[config.mk]
export PLATFORM = sky130hd
export DESIGN_NAME = apc_pin_func
export DESIGN_NICKNAME = d
export VERILOG_FILES = /design/src/pkg/apc_pkg.sv /design/src/rtl/apc_pin_func.sv
export SDC_FILE = /design/constraint.sdc
export NUM_CORES = 1
export LEC_CHECK = 0
export BUFFER_PORTS_ARGS = -buffer_cell sky130_fd_sc_hd__buf_4
export CORE_MARGIN = 10
export CORE_UTILIZATION = 35
export CTS_CLUSTER_DIAMETER = 30
export DETAILED_ROUTE_END_ITERATION = 12
export GPL_TIMING_DRIVEN = 0
export HOLD_SLACK_MARGIN = 0.03
export SYNTH_ARGS = -nofsm -noshare
export SYNTH_HDL_FRONTEND = slang
export SYNTH_SLANG_ARGS = --single-unit
export TNS_END_PERCENT = 20
[constraint.sdc]
create_clock -name aclk -period 2.49 [get_ports aclk]
set_clock_uncertainty 0.15 [all_clocks]
set_input_delay 0.1245 -clock aclk [delete_from_list [all_inputs] [get_ports aclk]]
set_output_delay 0.1245 -clock aclk [all_outputs]
set_load 0.005 [all_outputs]
[src/pkg/apc_pkg.sv]
`default_nettype none
package apc_pkg;
    // register byte offsets on the control bus
    localparam logic [7:0] COMMON_CONTROL_OFF = 8'h00;
    localparam logic [7:0] COMMON_STATUS_OFF = 8'h04;
    localparam logic [7:0] RX_CLOCK_CONTROL_OFF = 8'h08;
    localparam logic [7:0] TX_CLOCK_CONTROL_OFF = 8'h0C;
    localparam logic [7:0] PORT_DIR_OFF = 8'h10;
    localparam logic [7:0] PORT_DATA_OFF = 8'h14;

    // common_control_reg fields
    localparam int OUT_FLAG_ONE_BIT = 0;
    localparam int SYNC_MODE_SEL_BIT = 1;
    localparam int TX_BUFFER_ENABLE_SEL_BIT = 2;
    localparam int NETWORK_MODE_BIT = 3;
    localparam int AUDIO_FUNC_LSB = 4;

    // common_status_reg fields
    localparam int IN_FLAG_ONE_BIT = 0;
    localparam int PIN_LEVEL_LSB = 4;

    // rx/tx clock control fields
    localparam int FRAME_SYNC_DIR_BIT = 0;
    localparam int HF_DIR_BIT = 1;
    localparam int HF_DIV_LSB = 8;
    localparam int HF_DIV_W = 8;

    // port bit modes, two bits per pin
    localparam logic [1:0] PORT_MODE_OFF = 2'h0;
    localparam logic [1:0] PORT_MODE_IN = 2'h1;
    localparam logic [1:0] PORT_MODE_OUT = 2'h2;

    // values after reset: port function, every pin disconnected
    localparam logic [7:0] COMMON_CONTROL_RESET = 8'h00;
    localparam logic [15:0] CLOCK_CONTROL_RESET = 16'h0000;
    localparam logic [7:0] PORT_DIR_RESET = 8'h00;
    localparam logic [3:0] PORT_DATA_RESET = 4'h0;

    localparam logic [1:0] RESP_OKAY = 2'h0;
    localparam logic [1:0] RESP_SLVERR = 2'h2;

    // bit order of every pin group: rx hf, tx hf, rx fs, tx fs
    typedef struct packed {
        logic tx_frame_sync;
        logic rx_frame_sync;
        logic tx_hf_clock;
        logic rx_hf_clock;
    } apc_pins_t;
endpackage
`default_nettype wire

[src/rtl/apc_pin_func.sv]
// Operation
// - receive hf clock pin as input may clock the receiver instead of core clock.
// - receive hf clock pin as output drives a divided sample clock.
// - transmit hf clock pin as input may clock the transmitter instead of core clock.
// - transmit hf clock pin as output drives a divided sample clock.
// - in port use each pin is input, output or disconnected, separately.
// - after reset every pin is a port bit and disconnected.
// - sync mode off: receive frame sync pin is receivers' frame sync.
// - sync mode on, buffer enable off: receive frame sync pin is flag one.
// - sync, buffer enable and rx frame sync direction set: pin drives buffer enable.
// - flag direction follows the receive frame sync direction bit.
// - output flag shows the out_flag_one control bit.
// - output flag changes at frame sync, or each slot in network mode.
// - input flag latched into in_flag_one at frame sync or each slot.
// - sync mode: transmit frame sync pin serves transmitters and receivers.
// - async mode: transmit frame sync pin serves transmitters only.
// - transmit frame sync pin direction follows the tx frame sync direction bit.
//
// The AXI4-Lite interface to the registers and the register offsets were decided locally.
`default_nettype none
module apc_pin_func (
    input wire logic aclk, // core clock, 40 MHz
    input wire logic aresetn, // synchronous reset, active low
    input wire logic [7:0] s_axi_awaddr, // write address
    input wire logic s_axi_awvalid, // write address valid
    output logic s_axi_awready, // write address ready
    input wire logic [31:0] s_axi_wdata, // write data
    input wire logic [3:0] s_axi_wstrb, // write byte lanes
    input wire logic s_axi_wvalid, // write data valid
    output logic s_axi_wready, // write data ready
    output logic [1:0] s_axi_bresp, // write response
    output logic s_axi_bvalid, // write response valid
    input wire logic s_axi_bready, // write response ready
    input wire logic [7:0] s_axi_araddr, // read address
    input wire logic s_axi_arvalid, // read address valid
    output logic s_axi_arready, // read address ready
    output logic [31:0] s_axi_rdata, // read data
    output logic [1:0] s_axi_rresp, // read response
    output logic s_axi_rvalid, // read data valid
    input wire logic s_axi_rready, // read data ready
    input wire apc_pkg::apc_pins_t pin_i, // pin levels from pads
    output apc_pkg::apc_pins_t pin_o, // pin drive values
    output apc_pkg::apc_pins_t pin_oe, // pin drive enables
    input wire logic rx_fs_gen, // receiver frame sync made inside
    input wire logic tx_fs_gen, // transmitter frame sync made inside
    input wire logic slot_strobe, // one pulse per time slot
    input wire logic tx_buf_en, // transmitter external buffer enable
    output logic rx_clk_tick, // receiver clock source tick
    output logic tx_clk_tick, // transmitter clock source tick
    output logic rx_fs_use, // frame sync the receivers follow
    output logic tx_fs_use // frame sync the transmitters follow
);
    localparam int HF_CNT_W = apc_pkg::HF_DIV_W;

    logic [7:0] ctrl_reg;
    logic [15:0] rx_clk_ctrl_reg;
    logic [15:0] tx_clk_ctrl_reg;
    logic [7:0] port_dir_reg;
    logic [3:0] port_data_reg;
    logic in_flag_reg;
    logic out_flag_reg;
    logic [3:0] meta_reg;
    logic [3:0] sync_reg;
    logic fs_prev_reg;
    logic [1:0] hf_prev_reg;
    logic [1:0] hf_out_reg;
    logic [HF_CNT_W-1:0] hf_cnt_reg [2];
    logic [1:0] hf_tick;
    logic [3:0] audio_sel;
    logic [3:0] port_in;
    logic sync_mode;
    logic tx_buffer_enable_sel;
    logic rx_frame_sync_dir;
    logic tx_frame_sync_dir;
    logic flag_mode;
    logic flag_event;
    apc_pkg::apc_pins_t func_o;
    apc_pkg::apc_pins_t func_oe;
    logic [7:0] aw_addr_reg;
    logic aw_held_reg;
    logic [31:0] w_data_reg;
    logic [3:0] w_strb_reg;
    logic w_held_reg;
    logic [31:0] rd_word;
    logic rd_hit;
    logic wr_hit;

    assign sync_mode = ctrl_reg[apc_pkg::SYNC_MODE_SEL_BIT];
    assign tx_buffer_enable_sel = ctrl_reg[apc_pkg::TX_BUFFER_ENABLE_SEL_BIT];
    assign rx_frame_sync_dir = rx_clk_ctrl_reg[apc_pkg::FRAME_SYNC_DIR_BIT];
    assign tx_frame_sync_dir = tx_clk_ctrl_reg[apc_pkg::FRAME_SYNC_DIR_BIT];
    assign audio_sel = ctrl_reg[apc_pkg::AUDIO_FUNC_LSB +: 4];

    // pins are asynchronous to aclk: two flops before any use
    genvar gi;
    generate
        for (gi = 0; gi < 4; gi++) begin : g_pin_sync
            always_ff @(posedge aclk) begin
                if (!aresetn) begin
                    meta_reg[gi] <= 1'b0;
                    sync_reg[gi] <= 1'b0;
                end else begin
                    meta_reg[gi] <= pin_i[gi];
                    sync_reg[gi] <= meta_reg[gi];
                end
            end
            // a disconnected or output port bit reads as zero inside
            assign port_in[gi] = sync_reg[gi] && (port_dir_reg[2*gi +: 2] == apc_pkg::PORT_MODE_IN);
        end
    endgenerate

    // hf clock pins: edge detect when input, divider when output
    logic [1:0] hf_dir;
    assign hf_dir = {tx_clk_ctrl_reg[apc_pkg::HF_DIR_BIT], rx_clk_ctrl_reg[apc_pkg::HF_DIR_BIT]};
    generate
        for (gi = 0; gi < 2; gi++) begin : g_hf
            logic [HF_CNT_W-1:0] div;
            assign div = (gi == 0) ? rx_clk_ctrl_reg[apc_pkg::HF_DIV_LSB +: HF_CNT_W]
                                   : tx_clk_ctrl_reg[apc_pkg::HF_DIV_LSB +: HF_CNT_W];
            always_ff @(posedge aclk) begin
                if (!aresetn) begin
                    hf_prev_reg[gi] <= 1'b0;
                end else begin
                    hf_prev_reg[gi] <= sync_reg[gi];
                end
            end
            // output clock period is 2*(div+1) core cycles
            always_ff @(posedge aclk) begin
                if (!aresetn || !audio_sel[gi] || !hf_dir[gi]) begin
                    hf_cnt_reg[gi] <= '0;
                    hf_out_reg[gi] <= 1'b0;
                end else if (hf_cnt_reg[gi] >= div) begin
                    hf_cnt_reg[gi] <= '0;
                    hf_out_reg[gi] <= !hf_out_reg[gi];
                end else begin
                    hf_cnt_reg[gi] <= hf_cnt_reg[gi] + 1'b1;
                end
            end
            // input mode takes the pin rising edge, else every core cycle
            assign hf_tick[gi] = (audio_sel[gi] && !hf_dir[gi]) ? (sync_reg[gi] && !hf_prev_reg[gi]) : 1'b1;
        end
    endgenerate
    assign rx_clk_tick = hf_tick[0];
    assign tx_clk_tick = hf_tick[1];

    // frame sync routing
    always_comb begin
        tx_fs_use = tx_frame_sync_dir ? tx_fs_gen : (audio_sel[3] && sync_reg[3]);
        if (sync_mode) begin
            rx_fs_use = tx_fs_use;
        end else begin
            rx_fs_use = rx_frame_sync_dir ? rx_fs_gen : (audio_sel[2] && sync_reg[2]);
        end
    end

    assign flag_mode = sync_mode && !tx_buffer_enable_sel;
    // flags move at the frame sync edge, or each slot in network mode
    assign flag_event = ctrl_reg[apc_pkg::NETWORK_MODE_BIT] ? slot_strobe : (tx_fs_use && !fs_prev_reg);

    always_ff @(posedge aclk) begin
        if (!aresetn) begin
            fs_prev_reg <= 1'b0;
        end else begin
            fs_prev_reg <= tx_fs_use;
        end
    end

    always_ff @(posedge aclk) begin
        if (!aresetn) begin
            out_flag_reg <= 1'b0;
        end else if (flag_event) begin
            out_flag_reg <= ctrl_reg[apc_pkg::OUT_FLAG_ONE_BIT];
        end
    end

    always_ff @(posedge aclk) begin
        if (!aresetn) begin
            in_flag_reg <= 1'b0;
        end else if (audio_sel[2] && flag_mode && !rx_frame_sync_dir && flag_event) begin
            in_flag_reg <= sync_reg[2];
        end
    end

    // audio function drive for each pin
    always_comb begin
        func_o.rx_hf_clock = hf_out_reg[0];
        func_oe.rx_hf_clock = hf_dir[0];
        func_o.tx_hf_clock = hf_out_reg[1];
        func_oe.tx_hf_clock = hf_dir[1];
        func_o.tx_frame_sync = tx_fs_gen;
        func_oe.tx_frame_sync = tx_frame_sync_dir;
        if (!sync_mode) begin
            func_o.rx_frame_sync = rx_fs_gen;
            func_oe.rx_frame_sync = rx_frame_sync_dir;
        end else if (!tx_buffer_enable_sel) begin
            func_o.rx_frame_sync = out_flag_reg;
            func_oe.rx_frame_sync = rx_frame_sync_dir;
        end else begin
            // no function defined with rx_frame_sync_dir clear: pin stays undriven
            func_o.rx_frame_sync = tx_buf_en;
            func_oe.rx_frame_sync = rx_frame_sync_dir;
        end
    end

    // registered pad drive; port mode follows the per-pin mode field
    generate
        for (gi = 0; gi < 4; gi++) begin : g_pad
            always_ff @(posedge aclk) begin
                if (!aresetn) begin
                    pin_o[gi] <= 1'b0;
                    pin_oe[gi] <= 1'b0;
                end else if (audio_sel[gi]) begin
                    pin_o[gi] <= func_o[gi];
                    pin_oe[gi] <= func_oe[gi];
                end else begin
                    pin_o[gi] <= port_data_reg[gi];
                    pin_oe[gi] <= (port_dir_reg[2*gi +: 2] == apc_pkg::PORT_MODE_OUT);
                end
            end
        end
    endgenerate

    // AXI4-Lite slave: address and data taken in either order
    assign s_axi_awready = !aw_held_reg && !s_axi_bvalid;
    assign s_axi_wready = !w_held_reg && !s_axi_bvalid;
    assign s_axi_arready = !s_axi_rvalid;

    always_ff @(posedge aclk) begin
        if (!aresetn) begin
            aw_held_reg <= 1'b0;
            aw_addr_reg <= 8'h00;
        end else if (s_axi_awvalid && s_axi_awready) begin
            aw_held_reg <= 1'b1;
            aw_addr_reg <= s_axi_awaddr;
        end else if (aw_held_reg && w_held_reg) begin
            aw_held_reg <= 1'b0;
        end
    end

    always_ff @(posedge aclk) begin
        if (!aresetn) begin
            w_held_reg <= 1'b0;
            w_data_reg <= 32'h00000000;
            w_strb_reg <= 4'h0;
        end else if (s_axi_wvalid && s_axi_wready) begin
            w_held_reg <= 1'b1;
            w_data_reg <= s_axi_wdata;
            w_strb_reg <= s_axi_wstrb;
        end else if (aw_held_reg && w_held_reg) begin
            w_held_reg <= 1'b0;
        end
    end

    always_comb begin
        case (aw_addr_reg[7:2])
            apc_pkg::COMMON_CONTROL_OFF[7:2],
            apc_pkg::COMMON_STATUS_OFF[7:2],
            apc_pkg::RX_CLOCK_CONTROL_OFF[7:2],
            apc_pkg::TX_CLOCK_CONTROL_OFF[7:2],
            apc_pkg::PORT_DIR_OFF[7:2],
            apc_pkg::PORT_DATA_OFF[7:2]: wr_hit = 1'b1;
            default: wr_hit = 1'b0;
        endcase
    end

    always_ff @(posedge aclk) begin
        if (!aresetn) begin
            s_axi_bvalid <= 1'b0;
            s_axi_bresp <= apc_pkg::RESP_OKAY;
        end else if (aw_held_reg && w_held_reg) begin
            s_axi_bvalid <= 1'b1;
            s_axi_bresp <= wr_hit ? apc_pkg::RESP_OKAY : apc_pkg::RESP_SLVERR;
        end else if (s_axi_bready) begin
            s_axi_bvalid <= 1'b0;
        end
    end

    // register writes; status register is read only
    always_ff @(posedge aclk) begin
        if (!aresetn) begin
            ctrl_reg <= apc_pkg::COMMON_CONTROL_RESET;
            rx_clk_ctrl_reg <= apc_pkg::CLOCK_CONTROL_RESET;
            tx_clk_ctrl_reg <= apc_pkg::CLOCK_CONTROL_RESET;
            port_dir_reg <= apc_pkg::PORT_DIR_RESET;
            port_data_reg <= apc_pkg::PORT_DATA_RESET;
        end else if (aw_held_reg && w_held_reg) begin
            case (aw_addr_reg)
                apc_pkg::COMMON_CONTROL_OFF: begin
                    if (w_strb_reg[0]) ctrl_reg <= w_data_reg[7:0];
                end
                apc_pkg::RX_CLOCK_CONTROL_OFF: begin
                    if (w_strb_reg[0]) rx_clk_ctrl_reg[7:0] <= w_data_reg[7:0];
                    if (w_strb_reg[1]) rx_clk_ctrl_reg[15:8] <= w_data_reg[15:8];
                end
                apc_pkg::TX_CLOCK_CONTROL_OFF: begin
                    if (w_strb_reg[0]) tx_clk_ctrl_reg[7:0] <= w_data_reg[7:0];
                    if (w_strb_reg[1]) tx_clk_ctrl_reg[15:8] <= w_data_reg[15:8];
                end
                apc_pkg::PORT_DIR_OFF: begin
                    if (w_strb_reg[0]) port_dir_reg <= w_data_reg[7:0];
                end
                apc_pkg::PORT_DATA_OFF: begin
                    if (w_strb_reg[0]) port_data_reg <= w_data_reg[3:0];
                end
                default: begin
                end
            endcase
        end
    end

    always_comb begin
        rd_word = 32'h00000000;
        rd_hit = 1'b1;
        case (s_axi_araddr)
            apc_pkg::COMMON_CONTROL_OFF: rd_word[7:0] = ctrl_reg;
            apc_pkg::COMMON_STATUS_OFF: begin
                rd_word[apc_pkg::IN_FLAG_ONE_BIT] = in_flag_reg;
                rd_word[apc_pkg::PIN_LEVEL_LSB +: 4] = sync_reg;
            end
            apc_pkg::RX_CLOCK_CONTROL_OFF: rd_word[15:0] = rx_clk_ctrl_reg;
            apc_pkg::TX_CLOCK_CONTROL_OFF: rd_word[15:0] = tx_clk_ctrl_reg;
            apc_pkg::PORT_DIR_OFF: rd_word[7:0] = port_dir_reg;
            apc_pkg::PORT_DATA_OFF: rd_word[7:0] = {port_in, port_data_reg};
            default: rd_hit = 1'b0;
        endcase
    end

    always_ff @(posedge aclk) begin
        if (!aresetn) begin
            s_axi_rvalid <= 1'b0;
            s_axi_rdata <= 32'h00000000;
            s_axi_rresp <= apc_pkg::RESP_OKAY;
        end else if (s_axi_arvalid && s_axi_arready) begin
            s_axi_rvalid <= 1'b1;
            s_axi_rdata <= rd_word;
            s_axi_rresp <= rd_hit ? apc_pkg::RESP_OKAY : apc_pkg::RESP_SLVERR;
        end else if (s_axi_rready) begin
            s_axi_rvalid <= 1'b0;
        end
    end

    // checks
    a_reset_disconnect: assert property (@(posedge aclk) !aresetn |=> pin_oe == 4'h0)
        else $error("pins driven after reset");
    a_port_output: assert property (@(posedge aclk) disable iff (!aresetn)
        !audio_sel[0] && port_dir_reg[1:0] == apc_pkg::PORT_MODE_OUT |=> pin_oe[0] && pin_o[0] == $past(port_data_reg[0]))
        else $error("port bit not driven as output");
    a_port_off: assert property (@(posedge aclk) disable iff (!aresetn)
        !audio_sel[2] && port_dir_reg[5:4] != apc_pkg::PORT_MODE_OUT |=> !pin_oe[2])
        else $error("port bit driven while not output");
    a_hf_in_tick: assert property (@(posedge aclk) disable iff (!aresetn)
        audio_sel[0] && !hf_dir[0] && !sync_reg[0] ##1 sync_reg[0] |-> rx_clk_tick ##1 !rx_clk_tick)
        else $error("receive clock tick not on pin edge");
    a_hf_core_tick: assert property (@(posedge aclk) disable iff (!aresetn)
        !(audio_sel[1] && !hf_dir[1]) |-> tx_clk_tick)
        else $error("transmit tick missing on core clock");
    a_hf_out_toggle: assert property (@(posedge aclk) disable iff (!aresetn)
        audio_sel[0] && hf_dir[0] && $stable(rx_clk_ctrl_reg) && rx_clk_ctrl_reg[15:8] == 8'h00
        ##1 audio_sel[0] && hf_dir[0] && $stable(rx_clk_ctrl_reg) |=> hf_out_reg[0] != $past(hf_out_reg[0]))
        else $error("hf output clock does not divide");
    a_hf_out_drive: assert property (@(posedge aclk) disable iff (!aresetn)
        audio_sel[1] && hf_dir[1] |=> pin_oe[1] && pin_o[1] == $past(hf_out_reg[1]))
        else $error("transmit hf clock not driven");
    a_buffer_enable: assert property (@(posedge aclk) disable iff (!aresetn)
        audio_sel[2] && sync_mode && tx_buffer_enable_sel && rx_frame_sync_dir |=> pin_oe[2] && pin_o[2] == $past(tx_buf_en))
        else $error("buffer enable not on receive frame sync pin");
    a_flag_dir: assert property (@(posedge aclk) disable iff (!aresetn)
        audio_sel[2] && flag_mode |=> pin_oe[2] == $past(rx_frame_sync_dir))
        else $error("flag direction wrong");
    a_flag_hold: assert property (@(posedge aclk) disable iff (!aresetn)
        !flag_event |=> $stable(out_flag_reg))
        else $error("output flag moved between syncs");
    a_flag_value: assert property (@(posedge aclk) disable iff (!aresetn)
        flag_event ##1 audio_sel[2] && flag_mode && rx_frame_sync_dir |=> pin_o[2] == $past(ctrl_reg[0], 2))
        else $error("output flag value wrong");
    a_in_flag: assert property (@(posedge aclk) disable iff (!aresetn)
        audio_sel[2] && flag_mode && !rx_frame_sync_dir && flag_event |=> in_flag_reg == $past(sync_reg[2]))
        else $error("input flag not latched");
    a_rx_fs_sync: assert property (@(posedge aclk) disable iff (!aresetn)
        sync_mode |-> rx_fs_use == tx_fs_use)
        else $error("receivers not on transmit frame sync");
    a_rx_fs_async: assert property (@(posedge aclk) disable iff (!aresetn)
        !sync_mode && audio_sel[2] && !rx_frame_sync_dir |-> rx_fs_use == sync_reg[2])
        else $error("receive frame sync input lost");
    a_tx_fs_dir: assert property (@(posedge aclk) disable iff (!aresetn)
        audio_sel[3] |=> pin_oe[3] == $past(tx_frame_sync_dir) && pin_o[3] == $past(tx_fs_gen))
        else $error("transmit frame sync direction wrong");
    a_tx_fs_own: assert property (@(posedge aclk) disable iff (!aresetn)
        !sync_mode && !tx_frame_sync_dir && audio_sel[3] |-> tx_fs_use == sync_reg[3])
        else $error("transmit frame sync input lost");
endmodule
`default_nettype wire
* Yosys cells after proc, flatten, opt, wreduce, memory -nomap -nowiden
Memory sizes are Yosys's and may differ from the RTL's. Cells that the tools add are included.
Storage, ports and cells: register bits after elaboration 125, memory bits (writable) 16, bits of input ports 67, logic and storage cells 179, memories 1
Operators by class: add/subtract/negate cells 2, $lt $le $gt $ge 2, eq/ne operators 22, multiplexer cells 51, bitwise gates (word level) 4, reduce and logical (&&, ||, !) cells 57
Memories:
- hf_cnt_reg | words 2, width 8, rd ports 2, clocked after Yosys merged registers in 0, wr ports 2, line apc_pin_func.sv:67 | logic [HF_CNT_W-1:0] hf_cnt_reg [2];
Operator list (number):
- two-way mux 1 bit | 41
- equality test 8 x 4 -> 1 bit (second input constant) | 4
- equality test 8 x 5 -> 1 bit (second input constant) | 4
- two-way mux 8 bit | 4
- one-hot mux 4 bit (6 select lines) | 1
- logical AND 1 bit | 21
- AND reduction 3 bit | 7
- adder 8 x 1 -> 8 bit (second input constant) | 2
- >= comparator 8 bit | 2
- zero test 1 bit | 16
- zero test 8 bit | 2
- one-hot mux 8 bit (2 select lines) | 1
- one-hot mux 3 bit (5 select lines) | 1
- equality test 6 x 2 -> 1 bit (second input constant) | 2
- equality test 6 x 3 -> 1 bit (second input constant) | 2
- OR reduction 6 bit | 2
- equality test 2 x 1 -> 1 bit (second input constant) | 4
- equality test 2 bit (second input constant) | 4
- equality test 8 x 3 -> 1 bit (second input constant) | 1
- nonzero test 2 bit | 4
- equality test 6 x 1 -> 1 bit (second input constant) | 1
- zero test 6 bit | 1
- one-hot mux 1 bit (6 select lines) | 1
- logical OR 1 bit | 4
- other kinds (2) | 6

* Longest topological paths before layout
depth in word-level cells 7, depth in mapped cells 6

* Worst setup path after synthesis
Ideal clock, no wire load.
kind flip-flop to flip-flop, from memory hf_cnt_reg[0][0] (netlist bit), to memory hf_cnt_reg[0][2] (netlist bit) (data pin), arrival 1.856 ns, setup slack 0.324 ns, cell stages (with the launch flop) 7, path through edfxtp_1 -> inv_1 -> ha_1 -> nand2b_1 -> a2111oi_1 -> o211ai_1 -> nor3_1
RTL lines (line):
- start, declared | apc_pin_func.sv:67

==> flow_summary.toml <==
[yosys]
synthMuxAreaShare_pct = 6.84
synth_edf_count = 16
syn_area_per_cell_um2 = 9.05
synth_top_flop_cell = "dfxtp_1"
synthesis.area_um2 = 6470
synth_top_family_by_area = "simple AND/OR/NAND/NOR gates"
yosys.area_share.simple_pct = 20.6
synth_compound_area_share_pct = 15.6
ys_async_sr_fraction_pct = 0
yosysSeqAreaShare_pct = 45.5
synth_fa_ha_area_share_pct = 3.48
yosysUniqueCellTypes = 51
synth_seq_cells = 139
synth_warnings = 0
synth_xor_area_share_pct = 1.62
syn_inst = 715

[timing]
fmaxAchievable_mhz = 440
fin_ws_ns = 0.216
max_slew_margin_pct = 54.4
finalSetupViolCount = 0
period_share_pct = 91.3
rsz0062_at_grt = "false"
slew_violations = 0
period_minus_slack_ns = 2.27
hold_viol = 0
max_slew.worst_pin.slew_ns = 0.680

[routing]
routedWlPerCell_um = 15.5
drtIter0Drc = 289
drt_first_pass_iters = 5
ant_nets = 0
vias = 5509
drc = 0
drt_wl_total_um = 17400
viasPerCell = 4.89

[floorplanning]
ios = 120
die_area_um2 = 24300
coreArea_um2 = 18100
die_h_um = 156
num_rows = 49
initial_core_util_pct = 35.8
dieWidth_um = 156

[flow_run]
maxCapViolCount = 0

[clock_tree]
cts_root_buffer = "clkbuf_16"
insertion_delay_ns = 0.43
htreeDepth = 4
cts_tree = "built"
clk_pin_slew_ns = 0.06
clock_sinks = 139
clock_path_buffers = 2
cts_made_buffers = 17

[pwr]
power_leakage_nw = 3.47
power.total_mw = 5.51
ir_drop_mv = 0.498
power_density_nw_per_um2 = 646

[setup_path]
cp_top_family = "compound AO/OA/AOI/OAI gates"
start_kind = "flop"
max_stage_delay_ns = 0.51
cp_slowest_cell = "a2111oi_2"
cp.required_ns = 2.60
critPathBufInv = 2
crit_type = "reg2reg"
endpoint_kind = "flop"
path_cells = "inv_1 > ha_1 > nand2b_1 > a2111oi_2 > o211ai_1 > buf_4 > nor3_1"
crit_fanout = 8
cp.arrival_ns = 2.39

[finish]
area_growth_pct = 31.9
final_common_cell = "dfxtp_1"
multiInputGateArea_um2 = 3270
final.fill_count = 1745
mostFrequentLayoutCells = "dfxtp_1, nand2_1, buf_4"
register_area_um2 = 2940
antennaDiodeCount = 0
final_layout_size_suffix_gt1_share_pct = 19.9
nets = 970
final_cell_count_no_fill = 1127

[run_status]
outcome = "finished, final reports clean"

[placement]
gp_congestion = 0.852
pre_cts_ws_ns = -0.191
port_buffers = 81
dp_hpwl_um = 13100
dp.cells = 1057

[global_route]
grt_overflow = 0
grt_pass1_wl_um = 28400
grt_pass1_vias = 5492
grt_usage_pct = 14.5
antenna_found_initial = 0
grt_max_degree = 17

[min_path]
min_path_type = "in2reg"
where the power goes:
part / total (mW) / switching, mW / internal [mW]
Clock: 2.73 / 0.964 / 1.77
Sequential: 2.36 / 0.0431 / 2.32
Combinational: 0.421 / 0.218 / 0.203
cells in the mapped netlist (16+ instances only):
cell type    n  area, um2
a21boi_0    29        218
a31o_2      33        289
and2_1      25        156
buf_4       19        143
clkbuf_1    29        109
dfxtp_1    123       2460
edfxtp_1    16        480
ha_1        18        225
inv_1       29        109
mux2i_1     42        420
nand2_1    113        424
nand3_1     20        100
nor2_1      46        173
nor3_1      19       95.1
o21ai_0     27        135
worst min-delay path, stage by stage:
cell	delay (ns)
buf_4	0.08
nand2_1	0.18
nand2_1	0.12
a21boi_0	0.06
metal layers:
| metal | part of all wire [%] | GRT usage [%] |
|---|---|---|
| met2 | 43 | 22.0 |
| met3 | 6.1 | 3.92 |
| met4 | 1.5 | 5.62 |
| met1 | 49 | 19.3 |
| met5 | 0 | 0 |
timing repair:
action,in CTS,in global routing
resized for setup,2,1
gates cloned,0,0
hold buffers,37,0
setup endpoints to repair,16,15
setup buffers,0,1
pin swaps,0,2
hold endpoints to repair,43,0
metrics by stage:
| step | util (%) | setup TNS [ns] | hold slack, ns | area (um2) |
|---|---|---|---|---|
| after CTS | 47.1 | 0 | 0.0352 | 8510 |
| after floorplan | - | 0 | 0.102 | 6590 |
| after detailed placement | 41.4 | -1.99 | 0.186 | 7490 |
| after global routing | 47.2 | 0 | 0.0897 | 8530 |
| final | 47.2 | 0 | 0.0480 | 8530 |
| after global placement | 41.4 | -1.68 | 0.184 | 7490 |
final cells by class:
type	count	area share [%]
tap	229	3.36
clock buffer	22	6.05
sequential	139	34.5
timing repair buffer	119	11.6
buffer	55	3.40
multi-input combinational	524	38.3
inverter	29	1.28
clock inverter	10	1.54
worst paths after layout:
path	from	to	slack (ns)	cells after the start
worst max-delay path	hf_cnt_reg[0][0]$_SDFFCE_PN0P_	hf_cnt_reg[0][7]$_SDFFCE_PN0P_	0.22	7
worst min-delay path	s_axi_awvalid	aw_addr_reg[6]$_SDFFE_PN0P_	0.05	4
worst min register to register	meta_reg[2]$_SDFF_PN0_	sync_reg[2]$_SDFF_PN0_	0.28	1
worst max register to register	hf_cnt_reg[0][0]$_SDFFCE_PN0P_	hf_cnt_reg[0][7]$_SDFFCE_PN0P_	0.22	7
logic make-up (layout without fill, tap and decap cells):
kind of cell / count (synthesis) / count (layout)
adders and majority gates: 18 / 18
DFF: 139 / 139
other: 2 / 34
xor gates and xnor gates: 12 / 12
buffers and inverters: 84 / 235
muxes: 43 / 43
AOI/OAI and AO/OA: 139 / 139
and+or+nand+nor: 278 / 278
(Power assumes the default switching activity.)
